**src/include/ubc_pkg.sv**
```systemverilog
// Purpose: Constants and types for the UART buffer-control block.
// Assumes: AXI4-Lite register access, byte offsets below.
// Notes:   Levels run 0..16, hence five bits.
// Contract
// RL1: Write-only control register for 16-byte receive and transmit buffers.
// RL2: Bits 7:6 pick receive trigger 1, 4, 8 or 14 bytes; reset 00.
// RL3: Data-available indication rises once receive fill reaches trigger.
// RL4: Leaving buffered mode keeps buffered bytes until pointers are reset.
// RL5: Software must not toggle buffered mode during active traffic.
// RL6: DMA request lines leave unmasked; interrupt controller masks them.
// RL7: Block DMA mode: transmit request sets at empty, drops at 16 bytes.
// RL8: Block DMA mode: receive request sets at 16 bytes, drops at empty.
// RL9: Single mode: transmit request while empty, receive while nonempty.
// RL10: Bit 0 enables both buffers, resets to 1; other fields reset 0.
// RL11: Software should reset both buffers when switching buffered mode.
// RL12: Writing one to bit 2 or 1 empties transmit or receive buffer.
// RL13: Bit 3 one selects block DMA signalling; zero, the reset, single.
// RL14: Receive-data-available clears on holding read or fill below trigger.
`default_nettype none
package ubc_pkg;
  localparam int        DEPTH      = 16;
  localparam int        PTR_W      = 4;
  localparam int        LVL_W      = 5;
  localparam int        ADDR_W     = 8;
  localparam bit [4:0]  LVL_FULL   = 5'h10;
  localparam bit [4:0]  LVL_ZERO   = 5'h00;
  localparam bit [7:0]  OFF_DATA   = 8'h00;
  localparam bit [7:0]  OFF_BCTL   = 8'h08;
  localparam bit [7:0]  OFF_STAT   = 8'h10;
  localparam bit [7:0]  OFF_MASK   = 8'h14;
  localparam bit [7:0]  OFF_LEVEL  = 8'h18;
  localparam int        BC_EN      = 0;
  localparam int        BC_RXRST   = 1;
  localparam int        BC_TXRST   = 2;
  localparam int        BC_DMA     = 3;
  localparam int        BC_TRIG_LO = 6;
  localparam bit        EN_RST     = 1'b1;
  localparam bit        DMA_RST    = 1'b0;
  localparam bit [1:0]  TRIG_RST   = 2'h0;
  localparam bit [4:0]  TRIG_B0    = 5'h01;
  localparam bit [4:0]  TRIG_B1    = 5'h04;
  localparam bit [4:0]  TRIG_B2    = 5'h08;
  localparam bit [4:0]  TRIG_B3    = 5'h0e;
  localparam int        ST_RXAV    = 0;
  localparam int        ST_OVR     = 1;
  localparam int        ST_TXE     = 2;
  localparam int        ST_W       = 3;
  localparam bit [2:0]  ST_RST     = 3'h0;
  localparam bit [1:0]  RESP_OKAY  = 2'h0;
  localparam bit [1:0]  RESP_SLV   = 2'h2;

  typedef enum logic [0:0] {
    WR_IDLE = 1'b0,
    WR_RESP = 1'b1
  } ubc_wr_t;

  function automatic logic [4:0] trig_bytes(input logic [1:0] sel);
    case (sel)
      2'h0:    trig_bytes = TRIG_B0;
      2'h1:    trig_bytes = TRIG_B1;
      2'h2:    trig_bytes = TRIG_B2;
      default: trig_bytes = TRIG_B3;
    endcase
  endfunction
endpackage
`default_nettype wire

```
**src/rtl/ubc_fifo.sv**
```systemverilog
// Purpose: 16-byte buffer with pointer reset and single-byte mode.
// Assumes: Caller never pushes when full nor pops when empty.
// Notes:   Flush wins over push and pop in the same cycle.
`timescale 1ns/1ps
`default_nettype none
module ubc_fifo (
  input  wire logic                      aclk,
  input  wire logic                      aresetn,
  input  wire logic                      flush,
  input  wire logic                      cap_one,
  input  wire logic                      push,
  input  wire logic [7:0]                push_data,
  input  wire logic                      pop,
  output logic      [7:0]                head,
  output logic      [ubc_pkg::LVL_W-1:0] level,
  output logic                           full,
  output logic                           empty
);
  import ubc_pkg::*;

  logic [7:0]       mem_q [DEPTH];
  logic [PTR_W-1:0] wr_q;
  logic [PTR_W-1:0] rd_q;
  logic [LVL_W-1:0] lvl_q;

  assign head  = mem_q[rd_q];
  assign level = lvl_q;
  assign empty = (lvl_q == LVL_ZERO);
  // Unbuffered mode holds one byte; old bytes stay until flushed
  assign full  = cap_one ? !empty : (lvl_q == LVL_FULL);

  always_ff @(posedge aclk) begin
    if (push && !flush) begin
      mem_q[wr_q] <= push_data;
    end
  end

  // RL12: pointer reset empties
  always_ff @(posedge aclk) begin
    if (!aresetn || flush) begin
      wr_q  <= '0;
      rd_q  <= '0;
      lvl_q <= LVL_ZERO;
    end else begin
      if (push) begin
        wr_q <= wr_q + 4'h1;
      end
      if (pop) begin
        rd_q <= rd_q + 4'h1;
      end
      if (push && !pop) begin
        lvl_q <= lvl_q + 5'h01;
      end else if (pop && !push) begin
        lvl_q <= lvl_q - 5'h01;
      end
    end
  end
endmodule
`default_nettype wire

```
**src/rtl/ubc_top.sv**
```systemverilog
// Purpose: Buffer control of a UART: buffers, trigger, DMA request lines.
// Assumes: AXI4-Lite slave on aclk; receiver and serializer on aclk.
// Notes:   Buffer control reads back as zero.
//
// Local design decisions: the address map and register access over AXI4-Lite.
`timescale 1ns/1ps
`default_nettype none
module ubc_top (
  input  wire logic                        aclk,
  input  wire logic                        aresetn,
  input  wire logic [ubc_pkg::ADDR_W-1:0]  s_axi_awaddr,
  input  wire logic                        s_axi_awvalid,
  output logic                             s_axi_awready,
  input  wire logic [31:0]                 s_axi_wdata,
  input  wire logic [3:0]                  s_axi_wstrb,
  input  wire logic                        s_axi_wvalid,
  output logic                             s_axi_wready,
  output logic      [1:0]                  s_axi_bresp,
  output logic                             s_axi_bvalid,
  input  wire logic                        s_axi_bready,
  input  wire logic [ubc_pkg::ADDR_W-1:0]  s_axi_araddr,
  input  wire logic                        s_axi_arvalid,
  output logic                             s_axi_arready,
  output logic      [31:0]                 s_axi_rdata,
  output logic      [1:0]                  s_axi_rresp,
  output logic                             s_axi_rvalid,
  input  wire logic                        s_axi_rready,
  input  wire logic                        rx_in_valid,
  input  wire logic [7:0]                  rx_in_data,
  output logic                             tx_out_valid,
  output logic      [7:0]                  tx_out_data,
  input  wire logic                        tx_out_ready,
  output logic                             rx_data_avail,
  output logic                             tx_dma_request,
  output logic                             rx_dma_request,
  output logic                             irq
);
  import ubc_pkg::*;

  ubc_wr_t          wst_q;
  logic             awrdy_q, wrdy_q, aw_hold_q, w_hold_q, bvalid_q;
  logic [1:0]       bresp_q, rresp_q, trig_q;
  logic [7:0]       awaddr_q, txo_data_q, rx_head, tx_head;
  logic [31:0]      wdata_q, rdata_q;
  logic [3:0]       wstrb_q;
  logic             arrdy_q, rvalid_q, en_q, dma_q, txo_valid_q;
  logic [ST_W-1:0]  stat_q, mask_q, stat_set;
  logic             avail_q, txreq_q, rxreq_q, irq_q, avail_d;
  logic             wr_fire, ar_fire, rd_hold, bc_wr;
  logic             rx_flush, tx_flush, rx_push, tx_push, tx_pop;
  logic [LVL_W-1:0] rx_level, tx_level, thr;
  logic             rx_full, rx_empty, tx_full, tx_empty;

  assign wr_fire  = (wst_q == WR_IDLE) && aw_hold_q && w_hold_q;
  assign ar_fire  = s_axi_arvalid && arrdy_q;
  assign bc_wr    = wr_fire && (awaddr_q == OFF_BCTL) && wstrb_q[0];
  assign rd_hold  = ar_fire && (s_axi_araddr == OFF_DATA) && !rx_empty;
  // RL12: one-cycle pointer resets
  assign rx_flush = bc_wr && wdata_q[BC_RXRST];
  assign tx_flush = bc_wr && wdata_q[BC_TXRST];
  assign rx_push  = rx_in_valid && !rx_full;
  assign tx_push  = wr_fire && (awaddr_q == OFF_DATA) && wstrb_q[0]
                    && !tx_full;
  assign tx_pop   = !tx_empty && (!txo_valid_q || tx_out_ready);
  assign thr      = en_q ? trig_bytes(trig_q) : TRIG_B0;

  // RL1: two 16-byte buffers
  ubc_fifo u_rx (
    .aclk      (aclk),
    .aresetn   (aresetn),
    .flush     (rx_flush),
    .cap_one   (!en_q),
    .push      (rx_push),
    .push_data (rx_in_data),
    .pop       (rd_hold),
    .head      (rx_head),
    .level     (rx_level),
    .full      (rx_full),
    .empty     (rx_empty)
  );
  ubc_fifo u_tx (
    .aclk      (aclk),
    .aresetn   (aresetn),
    .flush     (tx_flush),
    .cap_one   (!en_q),
    .push      (tx_push),
    .push_data (wdata_q[7:0]),
    .pop       (tx_pop),
    .head      (tx_head),
    .level     (tx_level),
    .full      (tx_full),
    .empty     (tx_empty)
  );

  // Write channel: address and data taken in either order
  always_ff @(posedge aclk) begin
    if (!aresetn) begin
      wst_q     <= WR_IDLE;
      awrdy_q   <= 1'b1;
      wrdy_q    <= 1'b1;
      aw_hold_q <= 1'b0;
      w_hold_q  <= 1'b0;
      bvalid_q  <= 1'b0;
      bresp_q   <= RESP_OKAY;
      awaddr_q  <= 8'h00;
      wdata_q   <= 32'h0000_0000;
      wstrb_q   <= 4'h0;
    end else begin
      if (s_axi_awvalid && awrdy_q) begin
        awaddr_q  <= s_axi_awaddr;
        aw_hold_q <= 1'b1;
        awrdy_q   <= 1'b0;
      end
      if (s_axi_wvalid && wrdy_q) begin
        wdata_q  <= s_axi_wdata;
        wstrb_q  <= s_axi_wstrb;
        w_hold_q <= 1'b1;
        wrdy_q   <= 1'b0;
      end
      case (wst_q)
        WR_IDLE: begin
          if (wr_fire) begin
            bvalid_q <= 1'b1;
            wst_q    <= WR_RESP;
            case (awaddr_q)
              OFF_DATA, OFF_BCTL, OFF_STAT, OFF_MASK:
                bresp_q <= RESP_OKAY;
              default: bresp_q <= RESP_SLV;
            endcase
          end
        end
        WR_RESP: begin
          if (s_axi_bready) begin
            bvalid_q  <= 1'b0;
            aw_hold_q <= 1'b0;
            w_hold_q  <= 1'b0;
            awrdy_q   <= 1'b1;
            wrdy_q    <= 1'b1;
            wst_q     <= WR_IDLE;
          end
        end
        default: wst_q <= WR_IDLE;
      endcase
    end
  end

  // RL1: write-only buffer control reads zero
  always_ff @(posedge aclk) begin
    if (!aresetn) begin
      arrdy_q  <= 1'b1;
      rvalid_q <= 1'b0;
      rdata_q  <= 32'h0000_0000;
      rresp_q  <= RESP_OKAY;
    end else if (ar_fire) begin
      arrdy_q  <= 1'b0;
      rvalid_q <= 1'b1;
      rresp_q  <= RESP_OKAY;
      case (s_axi_araddr)
        OFF_DATA:  rdata_q <= {24'h000000, rx_empty ? 8'h00 : rx_head};
        OFF_BCTL:  rdata_q <= 32'h0000_0000;
        OFF_STAT:  rdata_q <= {29'h0, stat_q};
        OFF_MASK:  rdata_q <= {29'h0, mask_q};
        OFF_LEVEL: rdata_q <= {11'h0, tx_level, 11'h0, rx_level};
        default: begin
          rdata_q <= 32'h0000_0000;
          rresp_q <= RESP_SLV;
        end
      endcase
    end else if (rvalid_q && s_axi_rready) begin
      rvalid_q <= 1'b0;
      arrdy_q  <= 1'b1;
    end
  end

  // RL10: buffers enabled at reset
  // RL2: trigger field bits 7:6
  always_ff @(posedge aclk) begin
    if (!aresetn) begin
      en_q   <= EN_RST;
      dma_q  <= DMA_RST;
      trig_q <= TRIG_RST;
    end else if (bc_wr) begin
      // RL4: mode change alone keeps bytes
      en_q   <= wdata_q[BC_EN];
      // RL13: DMA signalling select
      dma_q  <= wdata_q[BC_DMA];
      trig_q <= wdata_q[BC_TRIG_LO +: 2];
    end
  end

  // RL3: raise at trigger count
  // RL14: clear on read or below trigger
  assign avail_d = !rd_hold && (rx_level >= thr);
  always_ff @(posedge aclk) begin
    if (!aresetn) begin
      avail_q <= 1'b0;
    end else begin
      avail_q <= avail_d;
    end
  end

  always_ff @(posedge aclk) begin
    if (!aresetn) begin
      txreq_q <= 1'b0;
      rxreq_q <= 1'b0;
    end else if (dma_q) begin
      // RL7: transmit block request
      if (tx_level == LVL_ZERO) begin
        txreq_q <= 1'b1;
      end else if (tx_level == LVL_FULL) begin
        txreq_q <= 1'b0;
      end
      // RL8: receive block request
      if (rx_level == LVL_FULL) begin
        rxreq_q <= 1'b1;
      end else if (rx_level == LVL_ZERO) begin
        rxreq_q <= 1'b0;
      end
    end else begin
      // RL9: single-byte requests
      txreq_q <= (tx_level == LVL_ZERO);
      rxreq_q <= (rx_level != LVL_ZERO);
    end
  end

  always_ff @(posedge aclk) begin
    if (!aresetn) begin
      txo_valid_q <= 1'b0;
      txo_data_q  <= 8'h00;
    end else if (tx_pop) begin
      txo_valid_q <= 1'b1;
      txo_data_q  <= tx_head;
    end else if (tx_out_ready) begin
      txo_valid_q <= 1'b0;
    end
  end

  // Sticky status, set beats write-one clear
  assign stat_set[ST_RXAV] = avail_d && !avail_q;
  assign stat_set[ST_OVR]  = rx_in_valid && rx_full;
  assign stat_set[ST_TXE]  = tx_pop && (tx_level == 5'h01) && !tx_push;
  always_ff @(posedge aclk) begin
    if (!aresetn) begin
      stat_q <= ST_RST;
      mask_q <= ST_RST;
      irq_q  <= 1'b0;
    end else begin
      if (wr_fire && awaddr_q == OFF_STAT && wstrb_q[0]) begin
        stat_q <= (stat_q & ~wdata_q[ST_W-1:0]) | stat_set;
      end else begin
        stat_q <= stat_q | stat_set;
      end
      if (wr_fire && awaddr_q == OFF_MASK && wstrb_q[0]) begin
        mask_q <= wdata_q[ST_W-1:0];
      end
      irq_q <= |(stat_q & mask_q);
    end
  end

  // RL6: request lines leave unmasked
  assign tx_dma_request = txreq_q;
  assign rx_dma_request = rxreq_q;
  assign rx_data_avail  = avail_q;
  assign irq            = irq_q;
  assign tx_out_valid   = txo_valid_q;
  assign tx_out_data    = txo_data_q;
  assign s_axi_awready  = awrdy_q;
  assign s_axi_wready   = wrdy_q;
  assign s_axi_bvalid   = bvalid_q;
  assign s_axi_bresp    = bresp_q;
  assign s_axi_arready  = arrdy_q;
  assign s_axi_rvalid   = rvalid_q;
  assign s_axi_rdata    = rdata_q;
  assign s_axi_rresp    = rresp_q;

  property p_bc_zero;
    @(posedge aclk) disable iff (!aresetn)
    ar_fire && s_axi_araddr == OFF_BCTL |=> rvalid_q && rdata_q == 32'h0;
  endproperty
  a_bc_zero: assert property (p_bc_zero) // RL1
    else $error("buffer control read not zero");
  property p_rst_val;
    @(posedge aclk) disable iff (!aresetn)
    !$past(aresetn) |-> en_q && !dma_q && trig_q == 2'h0;
  endproperty
  a_rst_val: assert property (p_rst_val) // RL10
    else $error("wrong buffer control reset value");
  property p_trig_bc;
    @(posedge aclk) disable iff (!aresetn)
    bc_wr |=> trig_q == $past(wdata_q[7:6]) && dma_q == $past(wdata_q[3]);
  endproperty
  a_trig_bc: assert property (p_trig_bc) // RL2
    else $error("trigger or DMA field not stored");
  property p_avail_set;
    @(posedge aclk) disable iff (!aresetn)
    rx_level >= thr && !rd_hold |=> avail_q;
  endproperty
  a_avail_set: assert property (p_avail_set) // RL3
    else $error("data available not raised at trigger");
  property p_avail_clr;
    @(posedge aclk) disable iff (!aresetn)
    rd_hold || rx_level < thr |=> !avail_q;
  endproperty
  a_avail_clr: assert property (p_avail_clr) // RL14
    else $error("data available not cleared");
  property p_tx_blk;
    @(posedge aclk) disable iff (!aresetn)
    dma_q && (tx_level == LVL_ZERO || (txreq_q && tx_level != LVL_FULL))
    |=> txreq_q;
  endproperty
  a_tx_blk: assert property (p_tx_blk) // RL7
    else $error("block transmit request dropped early");
  property p_rx_blk;
    @(posedge aclk) disable iff (!aresetn)
    dma_q && (rx_level == LVL_FULL || (rxreq_q && rx_level != LVL_ZERO))
    |=> rxreq_q;
  endproperty
  a_rx_blk: assert property (p_rx_blk) // RL8
    else $error("block receive request dropped early");
  property p_single;
    @(posedge aclk) disable iff (!aresetn)
    !dma_q |=> txreq_q == ($past(tx_level) == LVL_ZERO)
               && rxreq_q == ($past(rx_level) != LVL_ZERO);
  endproperty
  a_single: assert property (p_single) // RL9
    else $error("single-byte request mismatch");
  property p_flush;
    @(posedge aclk) disable iff (!aresetn)
    rx_flush |=> rx_level == LVL_ZERO ##1 !avail_q;
  endproperty
  a_flush: assert property (p_flush) // RL12
    else $error("receive pointer reset failed");
  c_tx_block: cover property (@(posedge aclk) disable iff (!aresetn)
    dma_q && txreq_q ##1 !txreq_q);
  c_trig14: cover property (@(posedge aclk) disable iff (!aresetn)
    trig_q == 2'h3 && $rose(avail_q));
  c_irq: cover property (@(posedge aclk) disable iff (!aresetn)
    $rose(irq_q));
endmodule
`default_nettype wire

```
**config.mk**
```make
export PLATFORM = sky130hd
export DESIGN_NAME = ubc_top
export DESIGN_NICKNAME = d
export VERILOG_FILES = /design/src/include/ubc_pkg.sv /design/src/rtl/ubc_fifo.sv /design/src/rtl/ubc_top.sv
export SDC_FILE = /design/constraint.sdc
export NUM_CORES = 1
export LEC_CHECK = 0
export BUFFER_PORTS_ARGS = -buffer_cell sky130_fd_sc_hd__buf_4
export CORE_MARGIN = 2
export CORE_UTILIZATION = 45
export CTS_CLUSTER_SIZE = 40
export DETAILED_ROUTE_END_ITERATION = 7
export PLACE_DENSITY = 0.69
export SYNTH_ARGS = -nofsm -noshare
export SYNTH_HDL_FRONTEND = slang
export SYNTH_HIERARCHICAL = 1
export SYNTH_SLANG_ARGS = --single-unit
```
**constraint.sdc**
```tcl
create_clock -name aclk -period 3.2 [get_ports aclk]
set_input_delay 0.64 -clock aclk [delete_from_list [all_inputs] [get_ports aclk]]
set_output_delay 0.64 -clock aclk [all_outputs]
set_load 0.01 [all_outputs]
```
==> flow_metrics.py <==
metrics = {
    "placed_design": {
        "dp.cells": 1413,
        "dp_worst_setup_slack_ps": 108,
        "placed_cell_area_um2": 15500,
        "portBuffers": 74,
        "dpl.hpwl_um": 18700,
        "place.gp.congestion": 0.787,
    },
    "sta": {
        "final.setup.tns_ps": 0,
        "worstMarginPinSlew_ps": 806,
        "fin_crit_ps": 2970,
        "timing.final.ws_setup_ps": 228,
        "finalHoldViolCount": 0,
        "max-slew-margin-rel_pct": 46.2,
        "clock_skew_ps": 46.4,
        "fin_crit_sh_pct": 92.9,
        "fmax_ghz": 0.336,
        "slew_viol_final": 0,
        "rsz0062_at_grt": "false",
        "setup_viol": 0,
    },
    "logic_synthesis": {
        "synth_area_leaders": "edfxtp_1, dfxtp_1, mux4_2, mux4_1, ha_1",
        "synth_ff_type": "edfxtp_1",
        "avgSynthCellArea_um2": 15.3,
        "yosys-top-cells-count": "edfxtp_1, dfxtp_1, nand2_1",
        "syn-cell-area_um2": 14500,
        "yosys_warnings": 6,
        "synth_seq_cells": 353,
        "yosysMostFrequentCell": "edfxtp_1",
        "synth_cell_type_count": 58,
        "yosysTopAreaCellShare_pct": 53.0,
        "synthCells": 951,
        "synth_seq_area_share_pct": 66.4,
        "ys_async_sr_fraction_pct": 0,
        "synth-edff-count": 256,
        "synth_top_area_cell": "edfxtp_1",
    },
    "clock_tree": {
        "numCtsBuffers": 38,
        "cts_tree": "built",
        "cts_buffer_depth": 3,
        "clock_latency_ps": 550,
        "h-tree-depth": 2,
        "cts.sinks": 353,
        "clk_pin_slew_ps": 60,
        "root_buffer": "clkbuf_16",
    },
    "critical_path": {
        "crit_chain": "or4_1 > mux2_2 > nor2_1 > and3_2 > ha_1 > inv_1 > ha_1 > a21oi_1 > a211oi_1 > o21ai_0 > o31ai_1",
        "end_kind": "register",
        "crit_fanout": 7,
        "slowest_stage": "or4_1",
        "slowest_delay_ps": 580,
        "critPathLaunchType": "register",
        "crit_start": "u_tx/level[1]$_SDFFE_PP0P_",
        "crit_required_ps": 3620,
        "crit_path_end": "u_tx/level[4]$_SDFFE_PP0P_",
        "worstPathArrival_ps": 3390,
        "cp_common_cell": "ha_1",
        "reg2reg_from": "u_tx/level[1]$_SDFFE_PP0P_",
        "crit_type": "reg2reg",
        "regToRegEndpoint": "u_tx/level[4]$_SDFFE_PP0P_",
        "r2r_setup_slack_ps": 230,
        "reg2regPathDepth": 11,
    },
    "layout": {
        "fin_area_um2": 16800,
        "fill_cells": 2545,
        "instances_no_fill": 1483,
        "drive_above_1_share_pct": 19.6,
        "antennaDiodeCount": 0,
        "final_nets": 1146,
        "syn_to_final_growth_pct": 15.5,
    },
    "hold_path": {
        "hold_depth": 2,
        "worstHoldPathType": "in2reg",
    },
    "grt": {
        "grt_pass1_vias": 7971,
        "grt_start_max_net_pins": 43,
        "grt_usage_pct": 17.3,
        "grt_pass1_wl_um": 44800,
        "antenna_found_initial": 0,
        "overflow": 0,
    },
    "power_and_ir_drop": {
        "vdd_ir_drop_max_v": 0.000484,
        "leakage_nw": 5.95,
        "power_density_nw_per_um2": 701,
        "p_total_mw": 11.8,
    },
    "die": {
        "die_h_um": 184,
        "ios": 123,
        "die_x_um": 184,
        "die_area_um2": 33700,
        "start_util_pct": 45.9,
        "row_count": 65,
        "core_um2": 31600,
    },
    "drt": {
        "wl_per_cell_um": 19.5,
        "ant_nets": 0,
        "wirelength_um": 29000,
        "vias": 8122,
        "first_pass_iters": 5,
        "drtIter0Drc": 672,
        "drc": 0,
        "via_per_inst": 5.48,
    },
    "flow_run": {
        "drv_cap": 0,
    },
    "outcome": {
        "status": "finished, final reports clean",
    },
}
## area by class of cell
class	instances	area, um2	area share (%)
inverters	21	78.8	0.470
repair buffers	104	793	4.73
clock buffers	53	1050	6.25
clock inverters	17	259	1.55
flip-flops and latches	353	9630	57.5
well taps	402	503	3.00
multi-input cells	533	4450	26.5
## registers in the layout, summed over array words and instances (netlist names), 2 cells and up, named ones only
register	count
awaddr_q	8
mask_q	3
s_axi_rdata	13
stat_q	3
trig_q	2
tx_out_data	8
u_rx/level	5
u_rx/mem_q	128
u_rx/rd_q	4
u_rx/wr_q	4
u_tx/level	5
u_tx/mem_q	128
u_tx/rd_q	4
u_tx/wr_q	4
wdata_q	8
## worst min path at each step
stage,startpoint,end,slack (ps)
after global routing,s_axi_wvalid,s_axi_wready$_SDFF_PN1_,330
after detailed placement,awaddr_q[7]$_SDFFE_PN0P_,awaddr_q[7]$_SDFFE_PN0P_,440
after floorplan,awaddr_q[6]$_SDFFE_PN0P_,awaddr_q[6]$_SDFFE_PN0P_,430
after CTS,s_axi_wvalid,s_axi_wready$_SDFF_PN1_,290
final,s_axi_wvalid,s_axi_wready$_SDFF_PN1_,300
after global placement,awaddr_q[6]$_SDFFE_PN0P_,awaddr_q[6]$_SDFFE_PN0P_,440
## critical path, delay by kind of cell (launching register included)
kind	cells	cell delay [ps]
AOI/OAI and AO/OA	4	560
adders and majority gates	2	580
muxes	1	300
and+or+nand+nor	3	930
buffers and inverters	1	130
DFF	1	360
## repair_timing
action	CTS	global route
buffers inserted	0	0
hold buffers	0	0
setup endpoints to repair	0	1
gates resized for setup	0	1
## logic make-up (layout without fill, tap and decap cells)
kind of cell	after synthesis	count (layout)	share of synthesized area (%)
compound gates	111	111	5.02
flops	353	353	66.4
mux	87	87	12.3
fa+ha+maj	26	26	2.35
other cells	1	21	0.0259
xor+xnor	18	18	1.09
simple gates	270	270	9.38
buf+inv	85	195	3.49
## cell usage in the layout (no fill, tap or decap), types with 21 or more instances in the layout
master,count
edfxtp_1,256
buf_4,103
dfxtp_1,95
nand2_1,76
nor2_1,66
and2_1,38
a22oi_1,38
clkbuf_16,38
a21oi_1,37
mux4_2,36
nand3_1,31
mux4_1,28
ha_1,24
mux2i_1,21
conb_1,21
## metrics by stage
stage	hold WS [ps]	util [%]
final	305	53.0
after global routing	334	53.0
after CTS	293	53.0
after detailed placement	443	48.8
after global placement	440	48.8
after floorplan	431	-
## power breakdown
part	total (mW)	internal (mW)	switching, mW
registers	5.31	5.13	0.174
logic	2.01	0.938	1.07
clock network	4.44	2.66	1.78
total	11.8	8.73	3.02
## layer usage
metal | GRT usage [%] | part of all wire [%] | vias up
li1 | - | - | 3791
met1 | 24.2 | 45 | 4095
met2 | 28.1 | 48 | 197
met3 | 3.09 | 5.1 | 39
met4 | 4.51 | 1.8 | 0
met5 | 0 | 0 | -
No activity file was read; power rests on OpenSTA's default activity.
